==> src/fecs_regs.svh <==
// Command codes, unlock addresses and timing counts for the erase sequencer.
// Assumes a 125 MHz controller clock and a word-mode flash bus.
`ifndef FECS_REGS_SVH
`define FECS_REGS_SVH

`define FECS_ADDR_UNLOCK1   20'h00555
`define FECS_ADDR_UNLOCK2   20'h002AA
`define FECS_DATA_UNLOCK1   8'hAA
`define FECS_DATA_UNLOCK2   8'h55
`define FECS_DATA_SETUP     8'h80
`define FECS_DATA_CHIP      8'h10
`define FECS_DATA_SECTOR    8'h30
`define FECS_DATA_SUSPEND   8'hB0
`define FECS_DATA_RESUME    8'h30
// Sector select field in the address
`define FECS_SECT_LSB       12
`define FECS_SECT_MSB       19
// Status bit positions
`define FECS_BIT_POLL       7
`define FECS_BIT_TOGGLE     6
`define FECS_BIT_TIMER      3
`define FECS_BIT_STOGGLE    2
// Timing
`define FECS_CLK_MHZ        125
`define FECS_WINDOW_US      50
`define FECS_WINDOW_CYC     (`FECS_WINDOW_US * `FECS_CLK_MHZ)
`define FECS_SUSPEND_US     20
`define FECS_SUSPEND_CYC    (`FECS_SUSPEND_US * `FECS_CLK_MHZ)
`define FECS_WE_LOW_CYC     4
`define FECS_WE_HIGH_CYC    4
`define FECS_RD_CYC         10

`endif

==> src/fecs_pkg.sv <==
// Types shared by the erase sequencer files.
// Assumes nothing beyond the constants header.
package fecs_pkg;
    typedef enum logic [2:0] {
        FECS_OP_CHIP    = 3'h0,
        FECS_OP_SECTOR  = 3'h1,
        FECS_OP_ADD     = 3'h2,
        FECS_OP_SUSPEND = 3'h3,
        FECS_OP_RESUME  = 3'h4,
        FECS_OP_READ    = 3'h5
    } fecs_op_t;

    typedef enum logic [5:0] {
        FECS_IDLE  = 6'h01,
        FECS_LOAD  = 6'h02,
        FECS_WR    = 6'h04,
        FECS_RD    = 6'h08,
        FECS_NEXT  = 6'h10,
        FECS_DONE  = 6'h20
    } fecs_state_t;
endpackage

==> src/fecs_cycle.sv <==
// One flash bus cycle: write strobe or read strobe with data capture.
// Assumes the flash meets its timing within the programmed strobe counts.
`timescale 1ns/10ps
`include "fecs_regs.svh"
module fecs_cycle #(
    parameter int AW = 20,
    parameter int DW = 16
) (
    input  wire logic          clk,
    input  wire logic          resetn,
    input  wire logic          start,
    input  wire logic          is_read,
    input  wire logic [AW-1:0] addr,
    input  wire logic [DW-1:0] wdata,
    output logic               done,
    output logic [DW-1:0]      rdata,
    output logic [AW-1:0]      f_addr_ff,
    output logic [DW-1:0]      f_dq_o_ff,
    output logic               f_dq_oe_ff,
    output logic               f_we_n_ff,
    output logic               f_oe_n_ff,
    output logic               f_ce_n_ff,
    input  wire logic [DW-1:0] f_dq_i
);
    logic [4:0] cnt_ff;
    logic       busy_ff;
    logic       rd_ff;
    logic       done_ff;
    logic [DW-1:0] rdata_ff;
    logic [4:0] low_cnt;
    logic       last;

    ////////////////////////////////////////////////////////////////////////
    // Strobe timing: low phase then recovery high phase
    assign low_cnt = rd_ff ? 5'(`FECS_RD_CYC) : 5'(`FECS_WE_LOW_CYC);
    assign last    = busy_ff && (cnt_ff == low_cnt + 5'(`FECS_WE_HIGH_CYC));
    assign done    = done_ff;
    assign rdata   = rdata_ff;

    always_ff @(posedge clk or negedge resetn) begin
        if (!resetn) begin
            cnt_ff     <= 5'h00;
            busy_ff    <= 1'b0;
            rd_ff      <= 1'b0;
            done_ff    <= 1'b0;
            rdata_ff   <= '0;
            f_addr_ff  <= '0;
            f_dq_o_ff  <= '0;
            f_dq_oe_ff <= 1'b0;
            f_we_n_ff  <= 1'b1;
            f_oe_n_ff  <= 1'b1;
            f_ce_n_ff  <= 1'b1;
        end else begin
            done_ff <= last;
            if (start && !busy_ff) begin
                busy_ff    <= 1'b1;
                rd_ff      <= is_read;
                cnt_ff     <= 5'h00;
                f_addr_ff  <= addr;
                f_dq_o_ff  <= wdata;
                f_dq_oe_ff <= !is_read;
                f_ce_n_ff  <= 1'b0;
                f_we_n_ff  <= is_read;
                f_oe_n_ff  <= !is_read;
            end else if (busy_ff) begin
                cnt_ff <= cnt_ff + 5'h01;
                // Rising WE edge ends the command cycle
                if (cnt_ff == low_cnt) begin
                    f_we_n_ff <= 1'b1;
                    f_oe_n_ff <= 1'b1;
                    if (rd_ff)
                        rdata_ff <= f_dq_i;
                end
                if (last) begin
                    busy_ff    <= 1'b0;
                    f_ce_n_ff  <= 1'b1;
                    f_dq_oe_ff <= 1'b0;
                end
            end
        end
    end
endmodule

==> src/fecs_host.sv <==
// Host-side erase command sequencer driving an asynchronous NOR flash.
// Assumes one flash on the pins, word mode, and a user that waits for
// ack before issuing the next order.
`timescale 1ns/10ps
`include "fecs_regs.svh"

// Functional notes
// - Chip erase is six writes: two unlocks, setup, two unlocks, chip code.
// - Reset aborts erase; host reissues sequence after return to read.
// - Sector erase is five writes then sector address with sector code.
// - Extra sectors any order, each gap kept under 50 us; the code allows gaps up to WINDOW_CYC + 12 cycles.
// - Host holds off interrupts while loading sector commands.
// - Resume with bank address; repeats ignored; later suspend allowed.
// - Command encoding: 555/AA, 2AA/55, 555/80, 555/10, SA/30.
module fecs_host #(
    parameter int AW         = 20,
    parameter int DW         = 16,
    parameter int WINDOW_CYC = `FECS_WINDOW_CYC,
    parameter int SUSP_CYC   = `FECS_SUSPEND_CYC
) (
    input  wire logic          clk,
    input  wire logic          resetn,
    input  wire logic          cmd_valid,
    input  wire logic [2:0]    cmd_op,
    input  wire logic [AW-1:0] cmd_addr,
    output logic               cmd_ack_ff,
    output logic [DW-1:0]      rd_data_ff,
    output logic               window_open_ff,
    output logic               intr_hold_ff,
    output logic               suspended_ff,
    output logic               chip_busy_ff,
    output logic               flash_reset_n_ff,
    input  wire logic          abort,
    output logic [AW-1:0]      f_addr,
    output logic [DW-1:0]      f_dq_o,
    output logic               f_dq_oe,
    input  wire logic [DW-1:0] f_dq_i,
    output logic               f_we_n,
    output logic               f_oe_n,
    output logic               f_ce_n,
    input  wire logic          ready_busy_n_output
);
    // Elaboration check: sector field and timers need room
    if (AW < `FECS_SECT_MSB + 1 || DW < 8 || WINDOW_CYC < 2 ||
        SUSP_CYC < 1) begin : g_bad_params
        $error("fecs_host: unsupported parameters");
    end

    fecs_pkg::fecs_state_t st_ff;
    fecs_pkg::fecs_state_t nxt_st;
    fecs_pkg::fecs_op_t    op_ff;
    logic [2:0]            idx_ff;
    logic [2:0]            nxt_idx;
    logic [AW-1:0]         a_ff;
    logic [31:0]           win_ff;
    logic [31:0]           susp_ff;
    logic                  cyc_start;
    logic                  cyc_done;
    logic [DW-1:0]         cyc_rdata;
    logic [AW-1:0]         seq_addr;
    logic [7:0]            seq_data;
    logic [2:0]            last_idx;
    logic                  single;
    logic                  is_read;
    logic                  op_ok;
    logic                  in_window;

    ////////////////////////////////////////////////////////////////////////
    // Sequence table: address and code for each write of the order
    // command encoding
    assign single = (op_ff == fecs_pkg::FECS_OP_ADD) ||
                    (op_ff == fecs_pkg::FECS_OP_SUSPEND) ||
                    (op_ff == fecs_pkg::FECS_OP_RESUME) ||
                    (op_ff == fecs_pkg::FECS_OP_READ);
    assign last_idx = single ? 3'h0 : 3'h5;
    assign is_read  = (op_ff == fecs_pkg::FECS_OP_READ);
    always_comb begin
        seq_addr = `FECS_ADDR_UNLOCK1;
        seq_data = `FECS_DATA_UNLOCK1;
        unique case (idx_ff)
            3'h1, 3'h4: begin
                seq_addr = `FECS_ADDR_UNLOCK2;
                seq_data = `FECS_DATA_UNLOCK2;
            end
            3'h2: seq_data = `FECS_DATA_SETUP;
            3'h5: begin
                // sector or bank address on the last write
                if (op_ff != fecs_pkg::FECS_OP_CHIP)
                    seq_addr = a_ff;
                if (op_ff == fecs_pkg::FECS_OP_CHIP)
                    seq_data = `FECS_DATA_CHIP;
                else if (op_ff == fecs_pkg::FECS_OP_SUSPEND)
                    seq_data = `FECS_DATA_SUSPEND;
                else if (op_ff == fecs_pkg::FECS_OP_RESUME)
                    seq_data = `FECS_DATA_RESUME;
                else
                    seq_data = `FECS_DATA_SECTOR;
            end
            default: ;
        endcase
    end

    ////////////////////////////////////////////////////////////////////////
    // Order legality against the tracked flash state
    assign in_window = window_open_ff;
    always_comb begin
        unique case (fecs_pkg::fecs_op_t'(cmd_op))
            // no new erase while busy or suspended
            fecs_pkg::FECS_OP_CHIP,
            fecs_pkg::FECS_OP_SECTOR:
                op_ok = !chip_busy_ff && !suspended_ff &&
                        ready_busy_n_output && !in_window;
            fecs_pkg::FECS_OP_ADD:     op_ok = in_window;
            fecs_pkg::FECS_OP_SUSPEND:
                op_ok = !chip_busy_ff && !suspended_ff &&
                        (in_window || !ready_busy_n_output);
            fecs_pkg::FECS_OP_RESUME:  op_ok = suspended_ff;
            fecs_pkg::FECS_OP_READ:    op_ok = !in_window;
            default:                   op_ok = 1'b0;
        endcase
    end

    ////////////////////////////////////////////////////////////////////////
    // Main state machine
    assign cyc_start = (st_ff == fecs_pkg::FECS_WR) ||
                       (st_ff == fecs_pkg::FECS_RD);
    always_comb begin
        nxt_st  = st_ff;
        nxt_idx = idx_ff;
        unique case (st_ff)
            fecs_pkg::FECS_IDLE:
                if (cmd_valid && op_ok) begin
                    nxt_st = fecs_pkg::FECS_LOAD;
                end else if (cmd_valid) begin
                    nxt_st = fecs_pkg::FECS_DONE;
                end
            fecs_pkg::FECS_LOAD: begin
                nxt_idx = single ? 3'h5 : 3'h0;
                nxt_st  = is_read ? fecs_pkg::FECS_RD : fecs_pkg::FECS_WR;
            end
            fecs_pkg::FECS_WR,
            fecs_pkg::FECS_RD:
                nxt_st = fecs_pkg::FECS_NEXT;
            fecs_pkg::FECS_NEXT:
                if (cyc_done) begin
                    if (idx_ff == 3'h5 || idx_ff == last_idx) begin
                        nxt_st = fecs_pkg::FECS_DONE;
                    end else begin
                        nxt_idx = idx_ff + 3'h1;
                        nxt_st  = fecs_pkg::FECS_WR;
                    end
                end
            fecs_pkg::FECS_DONE:
                nxt_st = fecs_pkg::FECS_IDLE;
            default:
                nxt_st = fecs_pkg::FECS_IDLE;
        endcase
    end

    // Single writes use index 5 so the table picks the user address
    fecs_cycle #(
        .AW (AW),
        .DW (DW)
    ) u_cycle (
        .clk        (clk),
        .resetn     (resetn),
        .start      (cyc_start),
        .is_read    (is_read),
        .addr       (seq_addr),
        .wdata      (DW'(seq_data)),
        .done       (cyc_done),
        .rdata      (cyc_rdata),
        .f_addr_ff  (f_addr),
        .f_dq_o_ff  (f_dq_o),
        .f_dq_oe_ff (f_dq_oe),
        .f_we_n_ff  (f_we_n),
        .f_oe_n_ff  (f_oe_n),
        .f_ce_n_ff  (f_ce_n),
        .f_dq_i     (f_dq_i)
    );

    ////////////////////////////////////////////////////////////////////////
    // State, order capture, status outputs
    always_ff @(posedge clk or negedge resetn) begin
        if (!resetn) begin
            st_ff      <= fecs_pkg::FECS_IDLE;
            idx_ff     <= 3'h0;
            op_ff      <= fecs_pkg::FECS_OP_READ;
            a_ff       <= '0;
            cmd_ack_ff <= 1'b0;
            rd_data_ff <= '0;
        end else begin
            st_ff      <= nxt_st;
            idx_ff     <= nxt_idx;
            cmd_ack_ff <= (st_ff == fecs_pkg::FECS_DONE);
            if (st_ff == fecs_pkg::FECS_IDLE && cmd_valid) begin
                op_ff <= fecs_pkg::fecs_op_t'(cmd_op);
                a_ff  <= cmd_addr;
            end
            if (cyc_done && is_read)
                rd_data_ff <= cyc_rdata;
        end
    end

    ////////////////////////////////////////////////////////////////////////
    // Window, suspend and busy tracking; abort pulses flash reset
    logic last_wr_done;
    assign last_wr_done = cyc_done && (st_ff == fecs_pkg::FECS_NEXT) &&
                          (idx_ff == 3'h5) && !is_read;
    always_ff @(posedge clk or negedge resetn) begin
        if (!resetn) begin
            win_ff           <= 32'h0;
            susp_ff          <= 32'h0;
            window_open_ff   <= 1'b0;
            intr_hold_ff     <= 1'b0;
            suspended_ff     <= 1'b0;
            chip_busy_ff     <= 1'b0;
            flash_reset_n_ff <= 1'b0;
        end else begin
            flash_reset_n_ff <= !abort;
            if (abort) begin
                window_open_ff <= 1'b0;
                intr_hold_ff   <= 1'b0;
                suspended_ff   <= 1'b0;
                chip_busy_ff   <= 1'b0;
                win_ff         <= 32'h0;
                susp_ff        <= 32'h0;
            end else if (last_wr_done) begin
                unique case (op_ff)
                    fecs_pkg::FECS_OP_SECTOR,
                    fecs_pkg::FECS_OP_ADD: begin
                        window_open_ff <= 1'b1;
                        intr_hold_ff   <= 1'b1;
                        win_ff         <= 32'(WINDOW_CYC - 1);
                    end
                    fecs_pkg::FECS_OP_CHIP: chip_busy_ff <= 1'b1;
                    fecs_pkg::FECS_OP_SUSPEND: begin
                        window_open_ff <= 1'b0;
                        intr_hold_ff   <= 1'b0;
                        susp_ff        <= 32'(SUSP_CYC);
                    end
                    fecs_pkg::FECS_OP_RESUME: suspended_ff <= 1'b0;
                    default: ;
                endcase
            end else begin
                if (win_ff != 32'h0)
                    win_ff <= win_ff - 32'h1;
                else begin
                    window_open_ff <= 1'b0;
                    intr_hold_ff   <= 1'b0;
                end
                if (susp_ff == 32'h1)
                    suspended_ff <= 1'b1;
                if (susp_ff != 32'h0)
                    susp_ff <= susp_ff - 32'h1;
                // busy pin release ends chip erase
                if (chip_busy_ff && ready_busy_n_output && win_ff == 32'h0)
                    chip_busy_ff <= 1'b0;
            end
        end
    end
endmodule

==> config.mk <==
export PLATFORM = sky130hd
export DESIGN_NAME = fecs_host
export DESIGN_NICKNAME = d
export VERILOG_FILES = /design/src/fecs_pkg.sv /design/src/fecs_cycle.sv /design/src/fecs_host.sv
export VERILOG_INCLUDE_DIRS = /design/src /design/src/src
export SDC_FILE = /design/constraint.sdc
export NUM_CORES = 1
export LEC_CHECK = 0
export ABC_CLOCK_PERIOD_IN_PS = 2600
export BUFFER_PORTS_ARGS = -buffer_cell sky130_fd_sc_hd__buf_2
export CAP_MARGIN = 20
export CORE_MARGIN = 3
export CORE_UTILIZATION = 45
export DETAILED_ROUTE_END_ITERATION = 12
export PLACE_DENSITY = 0.67
export SLEW_MARGIN = 10
export SYNTH_ARGS = -nofsm -noshare
export SYNTH_HDL_FRONTEND = slang
export SYNTH_SLANG_ARGS = --single-unit
==> constraint.sdc <==
create_clock -name clk -period 2.6 [get_ports clk]
set_input_delay 0.39 -clock clk [delete_from_list [all_inputs] [get_ports clk]]
set_output_delay 0.39 -clock clk [all_outputs]
set_load 0.02 [all_outputs]
# Word level (Yosys, flattened, before mapping)
# Cells that the tools add are included.
# classes
reduce_logical	55
bitwise_logic	1
muxes	53
eq_ne	33
n_addsub	5
# ops
operator	n
32-bit two-way mux	8
32-bit nonzero test	2
32-bit by 1-bit subtractor with 32-bit output (second input constant)	2
20-bit case mux with 2 select lines	1
32-bit by 1-bit == test with 1-bit output (second input constant)	1
32-bit zero test	1
1-bit two-way mux	24
6-bit two-way mux	4
6-bit case mux with 4 select lines	1
8-bit case mux with 3 select lines	1
20-bit two-way mux	1
3-bit == test (second input constant)	6
8-bit two-way mux	2
2-bit AND reduction	8
3-bit by 2-bit == test with 1-bit output (second input constant)	5
3-bit nonzero test	5
1-bit logical AND	14
3-bit two-way mux	4
3-bit by 2-bit != test with 1-bit output (second input constant)	4
5-bit == test	2
5-bit two-way mux	2
3-bit by 1-bit == test with 1-bit output (second input constant)	3
4-bit two-way mux	2
2-bit nonzero test	4
other kinds (24)	40
# totals
register_bits	173
word_cells	170
inputBits	44
output_inout_bits	62

# Longest topological paths before layout
# logic_depth
depth_word	10
ltp_mapped	10

# Cells and area by module
# A second synthesis with hierarchy kept.
# hier_totals
cells_unflattened	876
area_unflattened_um2	8748.4
# modules_own_cells
module	area_per_inst_um2	n_inst	cells_each
fecs_host	6216.0	1	634
fecs_cycle	2532.4	1	242

# Worst setup path after synthesis
# OpenSTA, ideal clock, no wires.
# synth_path
path_kind	reg-to-reg
from	reg win_ff[0]
to	reg win_ff[0]
path_slack_ns	0.083
required_time_ns	2.472
path_buffers	0
period_less_slack_ns	2.517
t_arrival_ns	2.389
path_stages_with_launch	8
cell_sequence	dfrtp_1 inv_1 ha_1 or3b_2 nor4_4 nand4_1 o21ai_2 mux2_1
# synth_via
elab_chain_cells	4
elab_cells_between_ends	7
# synth_lines
item	line_no	rtl
from (decl)	fecs_host.sv:55	logic [31:0] win_ff;
from (signal assigned)	fecs_host.sv:234	win_ff <= 32'(WINDOW_CYC - 1);
from (signal assigned)	fecs_host.sv:247	win_ff <= win_ff - 32'h1;
32-bit by 1-bit subtractor with 32-bit output	fecs_host.sv:247	
32-bit two-way mux	fecs_host.sv:246	if (win_ff != 32'h0)
32-bit two-way mux	fecs_host.sv:228	end else if (last_wr_done) begin
32-bit two-way mux	fecs_host.sv:221	if (abort) begin
# Several ways; a longest one is shown, not always the timed one. The select of a mux whose other input is x is not followed.
# A chain may end at the register's enable or synchronous reset.

# Worst setup path in the final report
# layout_path
from	reg win_ff[1]
to	reg win_ff[28]
# The elaborated chain is that of the path after synthesis.

==> key figures <==
Status
  • Outcome: completed

STA
  • Max_slew headroom: between 50% and 60%
  • TNS Setup: 0 ns
  • Final period util: 95.6%
  • Final clock skew: 0.00972 ns
  • Setup repair after global routing missed its margin: yes
  • Slew @ Worst Pin: between 0.6 and 0.7 ns
  • Min Clock Period, post-route: ~2.5 ns
  • Final Hold Viols: 0
  • Setup violators final: 0
  • Fin. max-slew vios: 0
  • Worst hold slack: between 0.15 and 0.2 ns
  • Achievable Freq: 402 MHz
  • Final Worst Setup Slack: about 0.12 ns

Clock tree
  • Clk buf depth: 2
  • Clk_lat worst skew: between 0.4 and 0.5 ns
  • CTS root buffer: clkbuf_16
  • CTS tree: yes
  • H-Tree Depth: 4
  • Cts bufs inserted: 17
  • CTS clk-pin slew, worst paths: 0.07 ns
  • CTS Sinks: between 150 and 200

Floorplan
  • Initial Utilization: approximately 47%
  • Core outline area: between 15000 and 20000 µm²
  • I/O Pins: 106
  • Row count: 49
  • Die Ht: approximately 140 µm
  • Die width: about 140 µm
  • Die area: 20600 µm²

Synthesis
  • Synth top area share: 48.2%
  • Cell taking the most area after synthesis: dfrtp_1
  • Yosys cell types: 68
  • Post-Syn Area: roughly 8500 µm²
  • Number of synthesized flops with an enable pin: 0
  • Post-synthesis cell count: ~830
  • Yosys warns: 0
  • Top cells by count, synth: dfrtp_1 (164), nand2_1 (77), mux2_2 (56)
  • Dominant cell by count in the synthesized netlist: dfrtp_1
  • Sequential element share of the synthesized area: about half
  • Seq cells post-synth: 170
  • Post-Syn Area per Cell: slightly above 10 µm²
  • Ys async rst share: 100%
  • Synth area leaders: dfrtp_1 (48%), mux2_2 (7.4%), nand2_1 (3.4%)
  • Primary FF master, synth: dfrtp_1

Pwr
  • Power density over the cells: ~1100 nW/µm²
  • VDD IR-drop max: roughly 0.55 mV
  • Static Leak: 4.75 nW

Global routing
  • All-Layer GR Usage: ~20%
  • First-pass GRT wire length: 33200 µm
  • Antenna violations before repair: 0
  • Largest net degree at the start of global routing: 65
  • Grt ovf: 0
  • Vias in the first global route: 6587

Critical path
  • Critical path class: register to register
  • Worst R2R Setup Slack: roughly 0.12 ns
  • Worst Path Arrival: ~2.8 ns
  • WP buf/inv: 1
  • Worst setup EP type: register
  • Startpoint types: register
  • CP Cell Sequence: inv_1 -> ha_1 -> or3b_2 -> nor4_4 -> nand3_1 -> or4_1 -> a21oi_1
  • Critical path fanouts, max: 5
  • CP max stage cell: or3b_2
  • Critical path's top delay family: simple AND/OR/NAND/NOR gates
  • WP data required: 2.95 ns
  • CP peak stage delay: ~0.54 ns

Cells and area
  • Area of the multi-input gates: between 4000 and 5000 µm²
  • Final net count: approximately 1000
  • Finished Core Util: between 50% and 60%
  • Fin area: 10200 µm²
  • Area grow syn2layout: 19.9%
  • FF/Latch Area: between 4000 and 5000 µm²
  • Antenna cells: 0
  • Fillers: about 1600
  • Fraction of layout cells with a size suffix above 1: ~28%

Placement
  • Port bufs: between 90 and 100
  • DP HPWL: about 14000 µm
  • DP Worst Slack: roughly 0.11 ns
  • Final RePlAce weighted congestion: approximately 0.84
  • DP Area: around 9600 µm²

Worst hold path
  • HP Class: input pin to register

Detailed routing
  • Drt pass-1 iters: 5
  • Residual DRC: 0
  • Detailed Route WL: a little over 20000 µm
  • Wire per inst: 16.9 µm
  • Detail-routed via count per cell: 5.78
  • Initial drt markers: roughly 470
  • Via Count: roughly 7000
  • Routed Antenna Nets: 0

Job
  • Max_cap viols: 0
registers in the layout (all words and copies together) (netlist names), 3 cells and up:
signal and count:
idx_ff 3, u_cycle.f_addr_ff 20, rd_data_ff 16, a_ff 20
u_cycle.cnt_ff 5, u_cycle.rdata 16, win_ff 32, susp_ff 32
st_ff 6, op_ff 3, u_cycle.f_dq_o_ff 5
what timing repair did:
| item | in CTS | in global routing |
|---|---|---|
| buffers inserted | 0 | 0 |
| endpoints found under the setup margin | 0 | 21 |
| gates resized for setup | 0 | 10 |
| endpoints found under the hold margin | 59 | 0 |
| hold buffers | 1 | 0 |
per-stage QoR:
step | std cells | power, mW
floorplan | 836 | 7.43
global placement | 1170 | 8.58
detailed placement | 1170 | 8.66
CTS | 1203 | 11.2
global route | 1203 | 12.1
finish | 1203 | 11.3
kinds of logic after synthesis:
family | count (synthesis) | share of synthesized area, %
flip-flops | 170 | 50.1
AND/OR/NAND/NOR | 333 | 21.7
multiplexers | 71 | 9.18
other | 1 | 0.0440
adder cells (fa/ha/maj) | 8 | 1.18
XOR/XNOR | 7 | 0.720
buffers and inverters | 67 | 3.63
AO/OA/AOI/OAI | 172 | 13.5
power by group:
group	switching [mW]	internal (mW)	total (mW)	leakage, nW
sequential	0.687	3.39	4.07	2.23
combinational	2.61	2.06	4.67	2.24
clock	1.19	1.36	2.55	0.274
per-layer routing:
metal / part of all wire (%) / vias up / global-route usage, %
li1: - / 3352 / -
met1: 47 / 3409 / 28.4
met2: 47 / 176 / 30.6
met3: 4.8 / 17 / 4.66
met4: 0.94 / 0 / 4.66
met5: 0 / - / 0
worst register-to-register path, cell delays in order, from the launching register on:
cell	delay, ns
dfrtp_1	0.38
inv_1	0.06
ha_1	0.18
or3b_2	0.54
nor4_4	0.36
nand3_1	0.22
or4_1	0.51
a21oi_1	0.17
path summary, 6_finish.rpt:
| kind | from | depth (start not counted) | endpoint |
|---|---|---|---|
| max | win_ff[1] | 7 | win_ff[28] |
| min | cmd_addr[1] | 2 | a_ff[1] |
| max reg2reg | win_ff[1] | 7 | win_ff[28] |
| min reg2reg | u_cycle.f_addr_ff[19] | 2 | u_cycle.f_addr_ff[19] |
| max in group asynchronous | resetn | 3 | u_cycle.f_ce_n_ff |
| min in group asynchronous | resetn | 2 | a_ff[13] |
layout by cell type, fill, tap and decap left out, drive strengths merged, types with 6 or more instances in the layout:
master   instances
buf            157
and4             7
nand2b          23
o21ai           33
o41ai           10
nor2            46
or2              8
mux2i           14
dfrtp          164
dfstp            6
nor4            32
nand4           11
a31oi           12
clkbuf          18
conb             8
mux2            57
nor3b            6
nor3            18
and3             8
inv             22
ha               8
a2111oi          9
a21oi           49
nand3           27
o31ai           18
nor2b            7
or3             19
or4             25
nand2           77
final cells by class:
cell class                      count  share of cell area, %
Timing Repair Buffer              158                   9.77
Sequential cell                   170                   41.7
Tap cell                          229                   2.81
Clock inverter                     14                   1.53
Inverter                           15                  0.551
Clock buffer                       18                   4.20
Multi-Input combinational cell    599                   39.4
Note: power is estimated with default switching activity, not from simulation.
